`config.mk`:
```
export PLATFORM = sky130hd
export DESIGN_NAME = dcf_fifo
export DESIGN_NICKNAME = d
export VERILOG_FILES = /design/src/dcf_fifo.v
export VERILOG_INCLUDE_DIRS = /design/src
export SDC_FILE = /design/constraint.sdc
export NUM_CORES = 2
export LEC_CHECK = 0
export ABC_AREA = 1
export BUFFER_PORTS_ARGS = -buffer_cell sky130_fd_sc_hd__clkbuf_2
export CAP_MARGIN = 20
export CORE_UTILIZATION = 35
export DETAILED_ROUTE_END_ITERATION = 12
export PLACE_DENSITY = 0.51
export SYNTH_ARGS = -nofsm -noshare
export SYNTH_HDL_FRONTEND = slang
export SYNTH_SLANG_ARGS = --single-unit
```
`constraint.sdc`:
```
create_clock -name clk -period 7.7 [get_ports clk]
set_clock_uncertainty 0.1 [all_clocks]
set_input_delay 1.54 -clock clk [delete_from_list [all_inputs] [get_ports clk]]
set_output_delay 1.54 -clock clk [all_outputs]
set_load 0.02 [all_outputs]
```
`src/dcf_defines.vh`:
```
// constants for the fifo latency and flag block
`ifndef DCF_DEFINES_VH
`define DCF_DEFINES_VH

// ************************************
// storage geometry
// ************************************
`define DCF_DW            36
`define DCF_AW            6
`define DCF_PW            7
`define DCF_DEPTH         7'h40
`define DCF_HIST          8

// ************************************
// latencies in cycles
// ************************************
`define DCF_L_FF_ASSERT   4
`define DCF_L_EF_ASSERT   0
`define DCF_L_PRS_ACTIVE  6'h20
`define DCF_L_MAILBOX     2
`define DCF_L_REN_DATA    4
`define DCF_L_REN_CFG     4
`define DCF_L_WR_PAE      5
`define DCF_L_WR_PAF      5
`define DCF_L_RD_PAE      7
`define DCF_L_RD_PAF      7
`define DCF_L_FF_DEASSERT 8
`define DCF_L_RT_REN      5'h11
`define DCF_L_RT_DATA     21
`define DCF_L_IN          26
`define DCF_L_EF_DEASSERT 24
`define DCF_L_FF_RELEASE  6

// ************************************
// register map and reset values
// ************************************
`define DCF_REG_STATUS    8'h00
`define DCF_REG_IRQ_CLR   8'h04
`define DCF_REG_IRQ_EN    8'h08
`define DCF_REG_AE_OFF    8'h0C
`define DCF_REG_AF_OFF    8'h10
`define DCF_REG_LEVEL     8'h14
`define DCF_AE_OFF_RST    7'h08
`define DCF_AF_OFF_RST    7'h08
`define DCF_IRQ_EN_RST    6'h00

// ************************************
// status bits
// ************************************
`define DCF_NEV           6
`define DCF_EV_FULL       0
`define DCF_EV_EMPTY      1
`define DCF_EV_AE         2
`define DCF_EV_AF         3
`define DCF_EV_OVF        4
`define DCF_EV_UNF        5

`endif

```
`src/dcf_fifo.v`:
```
// fifo core with latency-shaped flags, mailbox, retransmit and register port
`include "dcf_defines.vh"

module dcf_fifo (
	// clock and reset
	input  wire                    clk,
	input  wire                    rst_b,
	// write port
	input  wire                    wr_en_n,
	input  wire [`DCF_DW-1:0]      wr_data,
	input  wire                    mailbox_select,
	// read port
	input  wire                    rd_en_n,
	input  wire                    config_load_select_n,
	input  wire                    retransmit_request_n,
	input  wire                    mark_req,
	output reg  [`DCF_DW-1:0]      q_r,
	output reg                     q_valid_r,
	// flags
	output reg                     full_flag_n,
	output reg                     empty_flag_n,
	output reg                     almost_empty_flag_n,
	output reg                     almost_full_flag_n,
	// partial reset
	input  wire                    partial_reset_n,
	output reg                     busy_r,
	// register port
	input  wire [7:0]              reg_addr,
	input  wire [31:0]             reg_wdata,
	input  wire                    reg_wr,
	input  wire                    reg_rd,
	output reg  [31:0]             reg_rdata_r,
	// interrupt
	output reg                     irq_r
);

	// ************************************
	// helpers
	// ************************************
	function hit;
		input [7:0] addr;
		input [7:0] off;
		begin
			hit = (addr == off);
		end
	endfunction

	// ************************************
	// storage and pointers
	// ************************************
	reg  [`DCF_DW-1:0]  mem [0:(1<<`DCF_AW)-1];
	reg  [`DCF_PW-1:0]  wr_ptr_r;
	reg  [`DCF_PW-1:0]  rd_ptr_r;
	reg  [`DCF_PW-1:0]  rd_ptr_nxt;
	reg  [`DCF_PW-1:0]  mark_ptr_r;
	reg                 mark_vld_r;
	reg                 rt_mode_r;
	reg                 rt_prev_r;
	reg  [4:0]          rt_cnt_r;
	reg  [5:0]          prs_cnt_r;
	reg  [6:0]          ae_off_r;
	reg  [6:0]          af_off_r;
	reg  [`DCF_NEV-1:0] irq_st_r;
	reg  [`DCF_NEV-1:0] irq_en_r;
	reg                 cfg_idx_r;

	// ************************************
	// read data pipeline
	// ************************************
	reg  [`DCF_DW-1:0]  p1_dat_r;
	reg  [`DCF_DW-1:0]  p2_dat_r;
	reg  [`DCF_DW-1:0]  p3_dat_r;
	reg                 p1_vld_r;
	reg                 p2_vld_r;
	reg                 p3_vld_r;
	reg  [`DCF_DW-1:0]  mb_dat_r;
	reg                 mb_vld_r;

	// ************************************
	// request decode
	// ************************************
	wire                active;
	wire [`DCF_PW-1:0]  rel_ptr;
	wire [`DCF_PW-1:0]  lvl_real;
	wire [`DCF_PW-1:0]  space_used;
	wire                room;
	wire                data_avail;
	wire                rt_fall;
	wire                rt_wait;
	wire                wr_try;
	wire                rd_try;
	wire                wr_go;
	wire                mb_go;
	wire                rd_go;
	wire                cfg_go;
	wire                rt_go;
	wire                drain;

	// no fifo read, write, mark or retransmit takes effect until the post-reset settling count ends
	assign active     = ~busy_r;
	// while a mark stands the marked words must survive, so space counts from it
	assign rel_ptr    = mark_vld_r ? mark_ptr_r : rd_ptr_r;
	assign lvl_real   = wr_ptr_r - rd_ptr_r;
	assign space_used = wr_ptr_r - rel_ptr;
	assign room       = (space_used != `DCF_DEPTH);
	assign data_avail = (lvl_real != 7'h00);
	assign rt_fall    = rt_prev_r & ~retransmit_request_n;
	assign rt_wait    = (rt_cnt_r != 5'h00);
	assign wr_try     = ~wr_en_n & ~mailbox_select & active;
	assign rd_try     = ~rd_en_n & config_load_select_n & active;
	assign wr_go      = wr_try & room;
	assign mb_go      = ~wr_en_n & mailbox_select & active;
	assign rd_go      = rd_try & data_avail & ~rt_wait;
	assign cfg_go     = ~rd_en_n & ~config_load_select_n & active;
	assign rt_go      = rt_fall & mark_vld_r & active;
	// a retransmit pass ends on the read that empties the fifo
	assign drain      = rt_mode_r & rd_go & (rd_ptr_nxt == wr_ptr_r);

	always @* begin
		rd_ptr_nxt = rd_ptr_r;
		if (rt_go) begin
			rd_ptr_nxt = mark_ptr_r;
		end else if (rd_go) begin
			rd_ptr_nxt = rd_ptr_r + 7'h01;
		end
	end

	// ************************************
	// pointer history for flag latency
	// ************************************
	// each flag looks at pointers of a set age, index k gives k+1 cycles of latency
	wire [`DCF_PW-1:0]  wh [0:`DCF_HIST-1];
	wire [`DCF_PW-1:0]  rh [0:`DCF_HIST-1];
	wire [`DCF_PW-1:0]  dh [0:`DCF_HIST-1];

	assign wh[0] = wr_ptr_r;
	assign rh[0] = rel_ptr;
	assign dh[0] = rd_ptr_r;

	genvar gi;
	generate
		for (gi = 1; gi < `DCF_HIST; gi = gi + 1) begin : g_hist
			reg [`DCF_PW-1:0] wh_r;
			reg [`DCF_PW-1:0] rh_r;
			reg [`DCF_PW-1:0] dh_r;
			assign wh[gi] = wh_r;
			assign rh[gi] = rh_r;
			assign dh[gi] = dh_r;
			always @(posedge clk or negedge rst_b) begin
				if (!rst_b) begin
					wh_r <= 7'h00;
					rh_r <= 7'h00;
					dh_r <= 7'h00;
				end else begin
					wh_r <= wh[gi-1];
					dh_r <= dh[gi-1];
					// end of retransmit frees the held words at once
					if (drain) begin
						rh_r <= rd_ptr_nxt;
					end else begin
						rh_r <= rh[gi-1];
					end
				end
			end
		end
	endgenerate

	// ************************************
	// flag levels
	// ************************************
	wire [`DCF_PW-1:0]  lvl_full;
	wire [`DCF_PW-1:0]  lvl_ae;
	wire [`DCF_PW-1:0]  lvl_af;
	wire [`DCF_PW-1:0]  af_bound;
	wire                full_nxt;
	wire                empty_nxt;
	wire                ae_nxt;
	wire                af_nxt;

	// write side seen after 1 cycle, read side after 8
	assign lvl_full  = wh[0] - (drain ? rd_ptr_nxt : rh[`DCF_L_FF_DEASSERT-1]);
	// write side after 5 cycles, read side after 7
	assign lvl_ae    = wh[`DCF_L_WR_PAE-1] - dh[`DCF_L_RD_PAE-1];
	assign lvl_af    = wh[`DCF_L_WR_PAF-1] - rh[`DCF_L_RD_PAF-1];
	assign af_bound  = `DCF_DEPTH - af_off_r;
	assign full_nxt  = (lvl_full == `DCF_DEPTH);
	// read side taken at its next value, so the flag drops on the read edge
	assign empty_nxt = (wh[0] == rd_ptr_nxt);
	assign ae_nxt    = (lvl_ae <= ae_off_r);
	assign af_nxt    = (lvl_af >= af_bound);

	// ************************************
	// flags, all active low and registered
	// ************************************
	always @(posedge clk or negedge rst_b) begin
		if (!rst_b) begin
			full_flag_n         <= 1'b1;
			empty_flag_n        <= 1'b0;
			almost_empty_flag_n <= 1'b0;
			almost_full_flag_n  <= 1'b1;
		end else begin
			full_flag_n         <= ~full_nxt;
			empty_flag_n        <= ~empty_nxt;
			almost_empty_flag_n <= ~ae_nxt;
			almost_full_flag_n  <= ~af_nxt;
		end
	end

	// ************************************
	// partial reset and settle count
	// ************************************
	always @(posedge clk or negedge rst_b) begin
		if (!rst_b) begin
			busy_r    <= 1'b1;
			prs_cnt_r <= `DCF_L_PRS_ACTIVE;
		end else if (!partial_reset_n) begin
			busy_r    <= 1'b1;
			prs_cnt_r <= `DCF_L_PRS_ACTIVE;
		end else if (prs_cnt_r != 6'h00) begin
			prs_cnt_r <= prs_cnt_r - 6'h01;
			busy_r    <= (prs_cnt_r != 6'h01);
		end else begin
			busy_r    <= 1'b0;
		end
	end

	// ************************************
	// pointers, mark and retransmit
	// ************************************
	always @(posedge clk or negedge rst_b) begin
		if (!rst_b) begin
			wr_ptr_r   <= 7'h00;
			rd_ptr_r   <= 7'h00;
			mark_ptr_r <= 7'h00;
			mark_vld_r <= 1'b0;
			rt_mode_r  <= 1'b0;
			rt_prev_r  <= 1'b1;
			rt_cnt_r   <= 5'h00;
		end else if (!partial_reset_n) begin
			// data is dropped, settings stay
			wr_ptr_r   <= 7'h00;
			rd_ptr_r   <= 7'h00;
			mark_ptr_r <= 7'h00;
			mark_vld_r <= 1'b0;
			rt_mode_r  <= 1'b0;
			rt_prev_r  <= 1'b1;
			rt_cnt_r   <= 5'h00;
		end else begin
			rt_prev_r <= retransmit_request_n;
			if (wr_go) begin
				wr_ptr_r <= wr_ptr_r + 7'h01;
			end
			rd_ptr_r <= rd_ptr_nxt;
			if (rt_go) begin
				// reads are held off while the flags catch up with the old position
				rt_cnt_r  <= `DCF_L_RT_REN - 5'h01;
				rt_mode_r <= 1'b1;
			end else if (rt_wait) begin
				rt_cnt_r <= rt_cnt_r - 5'h01;
			end
			if (drain) begin
				rt_mode_r  <= 1'b0;
				mark_vld_r <= 1'b0;
			end else if (mark_req & ~rt_mode_r & active) begin
				mark_ptr_r <= rd_ptr_r;
				mark_vld_r <= 1'b1;
			end
		end
	end

	// ************************************
	// storage write, no reset on the array
	// ************************************
	always @(posedge clk) begin
		if (wr_go) begin
			mem[wr_ptr_r[`DCF_AW-1:0]] <= wr_data;
		end
	end

	// ************************************
	// read pipeline and mailbox path
	// ************************************
	always @(posedge clk or negedge rst_b) begin
		if (!rst_b) begin
			p1_dat_r  <= {`DCF_DW{1'b0}};
			p2_dat_r  <= {`DCF_DW{1'b0}};
			p3_dat_r  <= {`DCF_DW{1'b0}};
			p1_vld_r  <= 1'b0;
			p2_vld_r  <= 1'b0;
			p3_vld_r  <= 1'b0;
			mb_dat_r  <= {`DCF_DW{1'b0}};
			mb_vld_r  <= 1'b0;
			q_r       <= {`DCF_DW{1'b0}};
			q_valid_r <= 1'b0;
			cfg_idx_r <= 1'b0;
		end else begin
			// three stages plus the output flop give four edges from read to data
			if (rd_go) begin
				p1_dat_r <= mem[rd_ptr_r[`DCF_AW-1:0]];
			end else if (cfg_go) begin
				p1_dat_r <= cfg_idx_r ? {29'h0000000, af_off_r} :
				            {29'h0000000, ae_off_r};
			end
			if (cfg_go) begin
				cfg_idx_r <= ~cfg_idx_r;
			end
			p1_vld_r <= rd_go | cfg_go;
			p2_dat_r <= p1_dat_r;
			p2_vld_r <= p1_vld_r;
			p3_dat_r <= p2_dat_r;
			p3_vld_r <= p2_vld_r;
			// mailbox bypasses storage: capture edge plus output edge
			mb_dat_r <= wr_data;
			mb_vld_r <= mb_go;
			// mailbox wins a collision; the pipeline word of that cycle is lost
			if (mb_vld_r) begin
				q_r <= mb_dat_r;
			end else if (p3_vld_r) begin
				q_r <= p3_dat_r;
			end
			q_valid_r <= mb_vld_r | p3_vld_r;
		end
	end

	// ************************************
	// interrupt events and status
	// ************************************
	wire [`DCF_NEV-1:0] ev;
	wire [`DCF_NEV-1:0] clr;
	wire [`DCF_NEV-1:0] irq_st_nxt;

	assign ev[`DCF_EV_FULL]  = full_flag_n & full_nxt;
	assign ev[`DCF_EV_EMPTY] = empty_flag_n & empty_nxt;
	assign ev[`DCF_EV_AE]    = almost_empty_flag_n & ae_nxt;
	assign ev[`DCF_EV_AF]    = almost_full_flag_n & af_nxt;
	assign ev[`DCF_EV_OVF]   = wr_try & ~room;
	assign ev[`DCF_EV_UNF]   = rd_try & (~data_avail | rt_wait);
	assign clr = (reg_wr & hit(reg_addr, `DCF_REG_IRQ_CLR)) ?
	             reg_wdata[`DCF_NEV-1:0] : {`DCF_NEV{1'b0}};
	// an event in the clearing cycle survives
	assign irq_st_nxt = (irq_st_r & ~clr) | ev;

	always @(posedge clk or negedge rst_b) begin
		if (!rst_b) begin
			irq_st_r <= {`DCF_NEV{1'b0}};
			irq_r    <= 1'b0;
		end else begin
			irq_st_r <= irq_st_nxt;
			irq_r    <= |(irq_st_nxt & irq_en_r);
		end
	end

	// ************************************
	// register port
	// ************************************
	always @(posedge clk or negedge rst_b) begin
		if (!rst_b) begin
			irq_en_r <= `DCF_IRQ_EN_RST;
			ae_off_r <= `DCF_AE_OFF_RST;
			af_off_r <= `DCF_AF_OFF_RST;
		end else if (reg_wr) begin
			if (hit(reg_addr, `DCF_REG_IRQ_EN)) begin
				irq_en_r <= reg_wdata[`DCF_NEV-1:0];
			end
			if (hit(reg_addr, `DCF_REG_AE_OFF)) begin
				ae_off_r <= reg_wdata[6:0];
			end
			if (hit(reg_addr, `DCF_REG_AF_OFF)) begin
				af_off_r <= reg_wdata[6:0];
			end
		end
	end

	// read data stands only in the cycle after the strobe
	always @(posedge clk or negedge rst_b) begin
		if (!rst_b) begin
			reg_rdata_r <= 32'h00000000;
		end else if (reg_rd) begin
			case (reg_addr)
				`DCF_REG_STATUS: begin
					reg_rdata_r <= {26'h0, irq_st_r};
				end
				`DCF_REG_IRQ_EN: begin
					reg_rdata_r <= {26'h0, irq_en_r};
				end
				`DCF_REG_AE_OFF: begin
					reg_rdata_r <= {25'h0, ae_off_r};
				end
				`DCF_REG_AF_OFF: begin
					reg_rdata_r <= {25'h0, af_off_r};
				end
				`DCF_REG_LEVEL: begin
					reg_rdata_r <= {15'h0, mark_vld_r, rt_mode_r, busy_r,
					                lvl_real, space_used};
				end
				default: begin
					reg_rdata_r <= 32'h00000000;
				end
			endcase
		end else begin
			reg_rdata_r <= 32'h00000000;
		end
	end

endmodule

```
==> impl_metrics.csv <==
group,metric,value,unit
run_status,outcome,"finished, final reports clean",
global_route,antenna_found_initial,21,
job,cap_violations,0,
critical_path,critPathMaxStageDelay,0.54,ns
floorplan,num_rows,200,
placement,pre_cts_ws,1.14,ns
clock_tree,clk_pin_slew_worst_paths,0.07,ns
synthesis,synthCells,7822,
power_and_ir_drop,power.total,0.0315,W
global_route,grt_pass1_wl,472,mm
final_layout,final.fill_count,27500,
clock_tree,h-tree-depth,5,
drt,wl_per_cell,27.3,um
sta,finalSetupTns,0,ns
critical_path,endpoint_kind,"flop",
sta,hold_viol_final,0,
sta,finalSetupViolCount,0,
sta,fin_crit,6.48,ns
final_layout,nets,8045,
clock_tree,cts_setup_buffers,0,
placement,gp_congestion,0.817,
synthesis,ys_seq_area_share,75.2,%
clock_tree,root_buffer,"clkbuf_16",
floorplan,die_y,550,um
sta,worstMarginPinSlew,1.26,ns
synthesis,yosysUniqueCellTypes,54,
synthesis,avgSynthCellArea,13.4,sq um
placement,port_buffers,121,
global_route,grt.total_usage,21.4,%
synthesis,async_flop_share,14.4,%
critical_path,worst-r2r-cell-count,36,
floorplan,dieArea,0.302,sq mm
sta,grt_setup_unrepaired,"no",
floorplan,initial_utilization,35.3,%
synthesis,synth_top_area_share,65.9,%
final_layout,drive_gt1_share,10.7,%
synthesis,ys.warnings.count,0,
global_route,grt_pass1_vias,65000,
critical_path,crit_top_cell,"nand2_1",
critical_path,crit_fanout,16,
final_layout,multi_input_area,0.0237,sq mm
global_route,grt_max_degree,197,
clock_tree,insertion_delay,0.86,ns
power_and_ir_drop,p_leak,42.0,nW
power_and_ir_drop,p_per_area,262,mW/mm^2
drt,wl,330,mm
clock_tree,clk_path_buf_depth,4,
critical_path,slowest_stage,"dfrtp_1",
synthesis,synth-edff-count,2304,
synthesis,synthFlopType,"edfxtp_1",
floorplan,core_area,0.298,sq mm
drt,vias,67300,
sta,worst_slack,1.22,ns
final_layout,syn_to_final_growth,14.6,%
critical_path,crit_type,"reg -> reg",
drt,drc,0,
synthesis,synthTopCellsByArea,"edfxtp_1 (66%), dfrtp_1 (9.1%), nand2_1 (4.8%)",
min_path,whs_path_depth,0,
floorplan,io_pins,162,
drt,vias_per_cell,5.58,
drt,ant_nets,0,
sta,slew_viol_final,0,
clock_tree,cts.sinks,2693,
sta,clock.fmax,154,MHz
clock_tree,cts_hold_buf,0,
power_and_ir_drop,ir_drop,179,uV
drt,firstDrtPassIters,6,
synthesis,yosys_register_bits,2693,
critical_path,startpoint_type,"flop",
synthesis,yosysTopAreaCell,"edfxtp_1",
clock_tree,numCtsBuffers,296,
sta,fin_crit_sh,84.2,%
clock_tree,cts_resized,0,
drt,dr.first_iter.drc_count,7239,
min_path,hold_path.class,"reg -> reg",
synthesis,synth_area,0.105,sq mm
clock_tree,cts_tree,"built",
critical_path,arrival,7.19,ns
floorplan,dieWidth,550,um
critical_path,required,8.41,ns
sta,slew_headroom,16.0,%
final_layout,final-seq-area,0.0789,sq mm
global_route,overflow,0,
placement,place_hpwl,176,mm
-- kinds of logic (layout without fill, tap and decap cells) --
logic type,count (synthesis),in the layout,synth area share (%)
fa+ha+maj,55,55,0.684
compound gates,2233,2233,13.3
flops,2693,2693,75.2
other cells,1,19,0.00357
buf+inv,735,1030,2.78
simple gates,2073,2073,7.81
xor+xnor,32,32,0.267
-- flip-flops by register name, indices dropped and copies added, names as in the netlist, 5 cells and up --
signal	flops
q_r	36
g_hist.dh_r	42
rd_ptr_r	7
g_hist.rh_r	49
rt_cnt_r	5
reg_rdata_r	17
p3_dat_r	36
af_off_r	7
mark_ptr_r	7
irq_en_r	6
ae_off_r	7
mem	2304
wr_ptr_r	7
g_hist.wh_r	28
mb_dat_r	36
p2_dat_r	36
prs_cnt_r	6
irq_st_r	6
p1_dat_r	36
-- synth_stat cells (5+ instances only) --
cell type,instances
a221o_1,13
nand4_1,21
a21oi_1,842
inv_2,5
nor2_1,541
buf_1,54
nand2_1,1342
clkinv_1,6
xnor2_1,8
a211oi_1,12
ha_1,51
inv_1,162
xor2_1,24
o32ai_1,113
nor3_1,13
nand3_1,116
buf_6,6
o221ai_1,14
o211ai_1,36
nand2_2,13
buf_4,16
o31ai_1,23
clkbuf_1,445
a32o_1,103
dfrtp_1,382
o22ai_1,176
nand3_2,10
a221oi_1,328
edfxtp_1,2304
o21ai_0,550
buf_2,41
dfstp_2,7
-- cell usage in the layout, fill, tap and decap left out, types with 51 or more instances in the layout --
| master | count |
|---|---|
| edfxtp_1 | 2304 |
| nand2_1 | 1342 |
| a21oi_1 | 842 |
| o21ai_0 | 550 |
| nor2_1 | 477 |
| dfrtp_1 | 376 |
| a221oi_1 | 328 |
| clkbuf_16 | 302 |
| buf_4 | 191 |
| o22ai_1 | 176 |
| inv_1 | 157 |
| clkbuf_2 | 120 |
| nand3_1 | 116 |
| o32ai_1 | 106 |
| a32o_1 | 103 |
| clkbuf_1 | 80 |
| nor2_4 | 66 |
| ha_1 | 51 |
-- final cells by class --
class                           count  area share (%)
Inverter                          173           0.566
Timing Repair Buffer              331            1.99
Clock inverter                    131            1.27
Antenna cell                        4         0.00833
Multi-Input combinational cell   4408            19.7
Tap cell                         3939            4.10
Sequential cell                  2693            65.7
Clock buffer                      395            6.68
-- worst max-delay path, delay by kind of cell (launching register included) --
kind                     cells  cell delay [ns]
AO/OA/AOI/OAI                3             0.60
adder cells (fa/ha/maj)      3             1.07
buffers and inverters        6             0.99
flip-flops                   1             0.54
AND/OR/NAND/NOR             24             3.11
-- final timing paths --
kind / endpoint / startpoint / slack, ns
max: irq_r$_DFF_PN0_ / wr_ptr_r[0]$_DFFE_PN0P_ / 1.22
min: p3_dat_r[17]$_DFF_PN0_ / p2_dat_r[17]$_DFF_PN0_ / 0.23
max reg2reg: irq_r$_DFF_PN0_ / wr_ptr_r[0]$_DFFE_PN0P_ / 1.22
min reg2reg: p3_dat_r[17]$_DFF_PN0_ / p2_dat_r[17]$_DFF_PN0_ / 0.23
max in group asynchronous: q_r[28]$_DFFE_PN0P_ / rst_b / 5.33
min in group asynchronous: af_off_r[1]$_DFFE_PN0P_ / rst_b / 0.63
-- where the power goes --
part	total [W]	switching, W	internal [W]
logic	0.00103	0.000745	0.000287
clock network	0.0142	0.00582	0.00834
registers	0.0163	0.000194	0.0161
-- per-stage QoR --
step,hold WS (ns),cells,utilization (%),cell area [sq um]
2_1_floorplan,0.231,7836,-,105000
3_3_place_gp,0.232,11500,37.2,111000
3_5_place_dp,0.235,11500,37.2,111000
4_1_cts,0.227,12100,40.4,120000
5_1_grt,0.236,12100,40.4,120000
6_report,0.229,12100,40.4,120000
-- routing by layer --
metal | track usage (%) | part of all wire (%)
met1 | 30.5 | 44
met4 | 4.89 | 1.9
met3 | 3.59 | 7.5
met2 | 34.2 | 46
met5 | 0 | 0.011
Power figures use the tool's default switching activity.
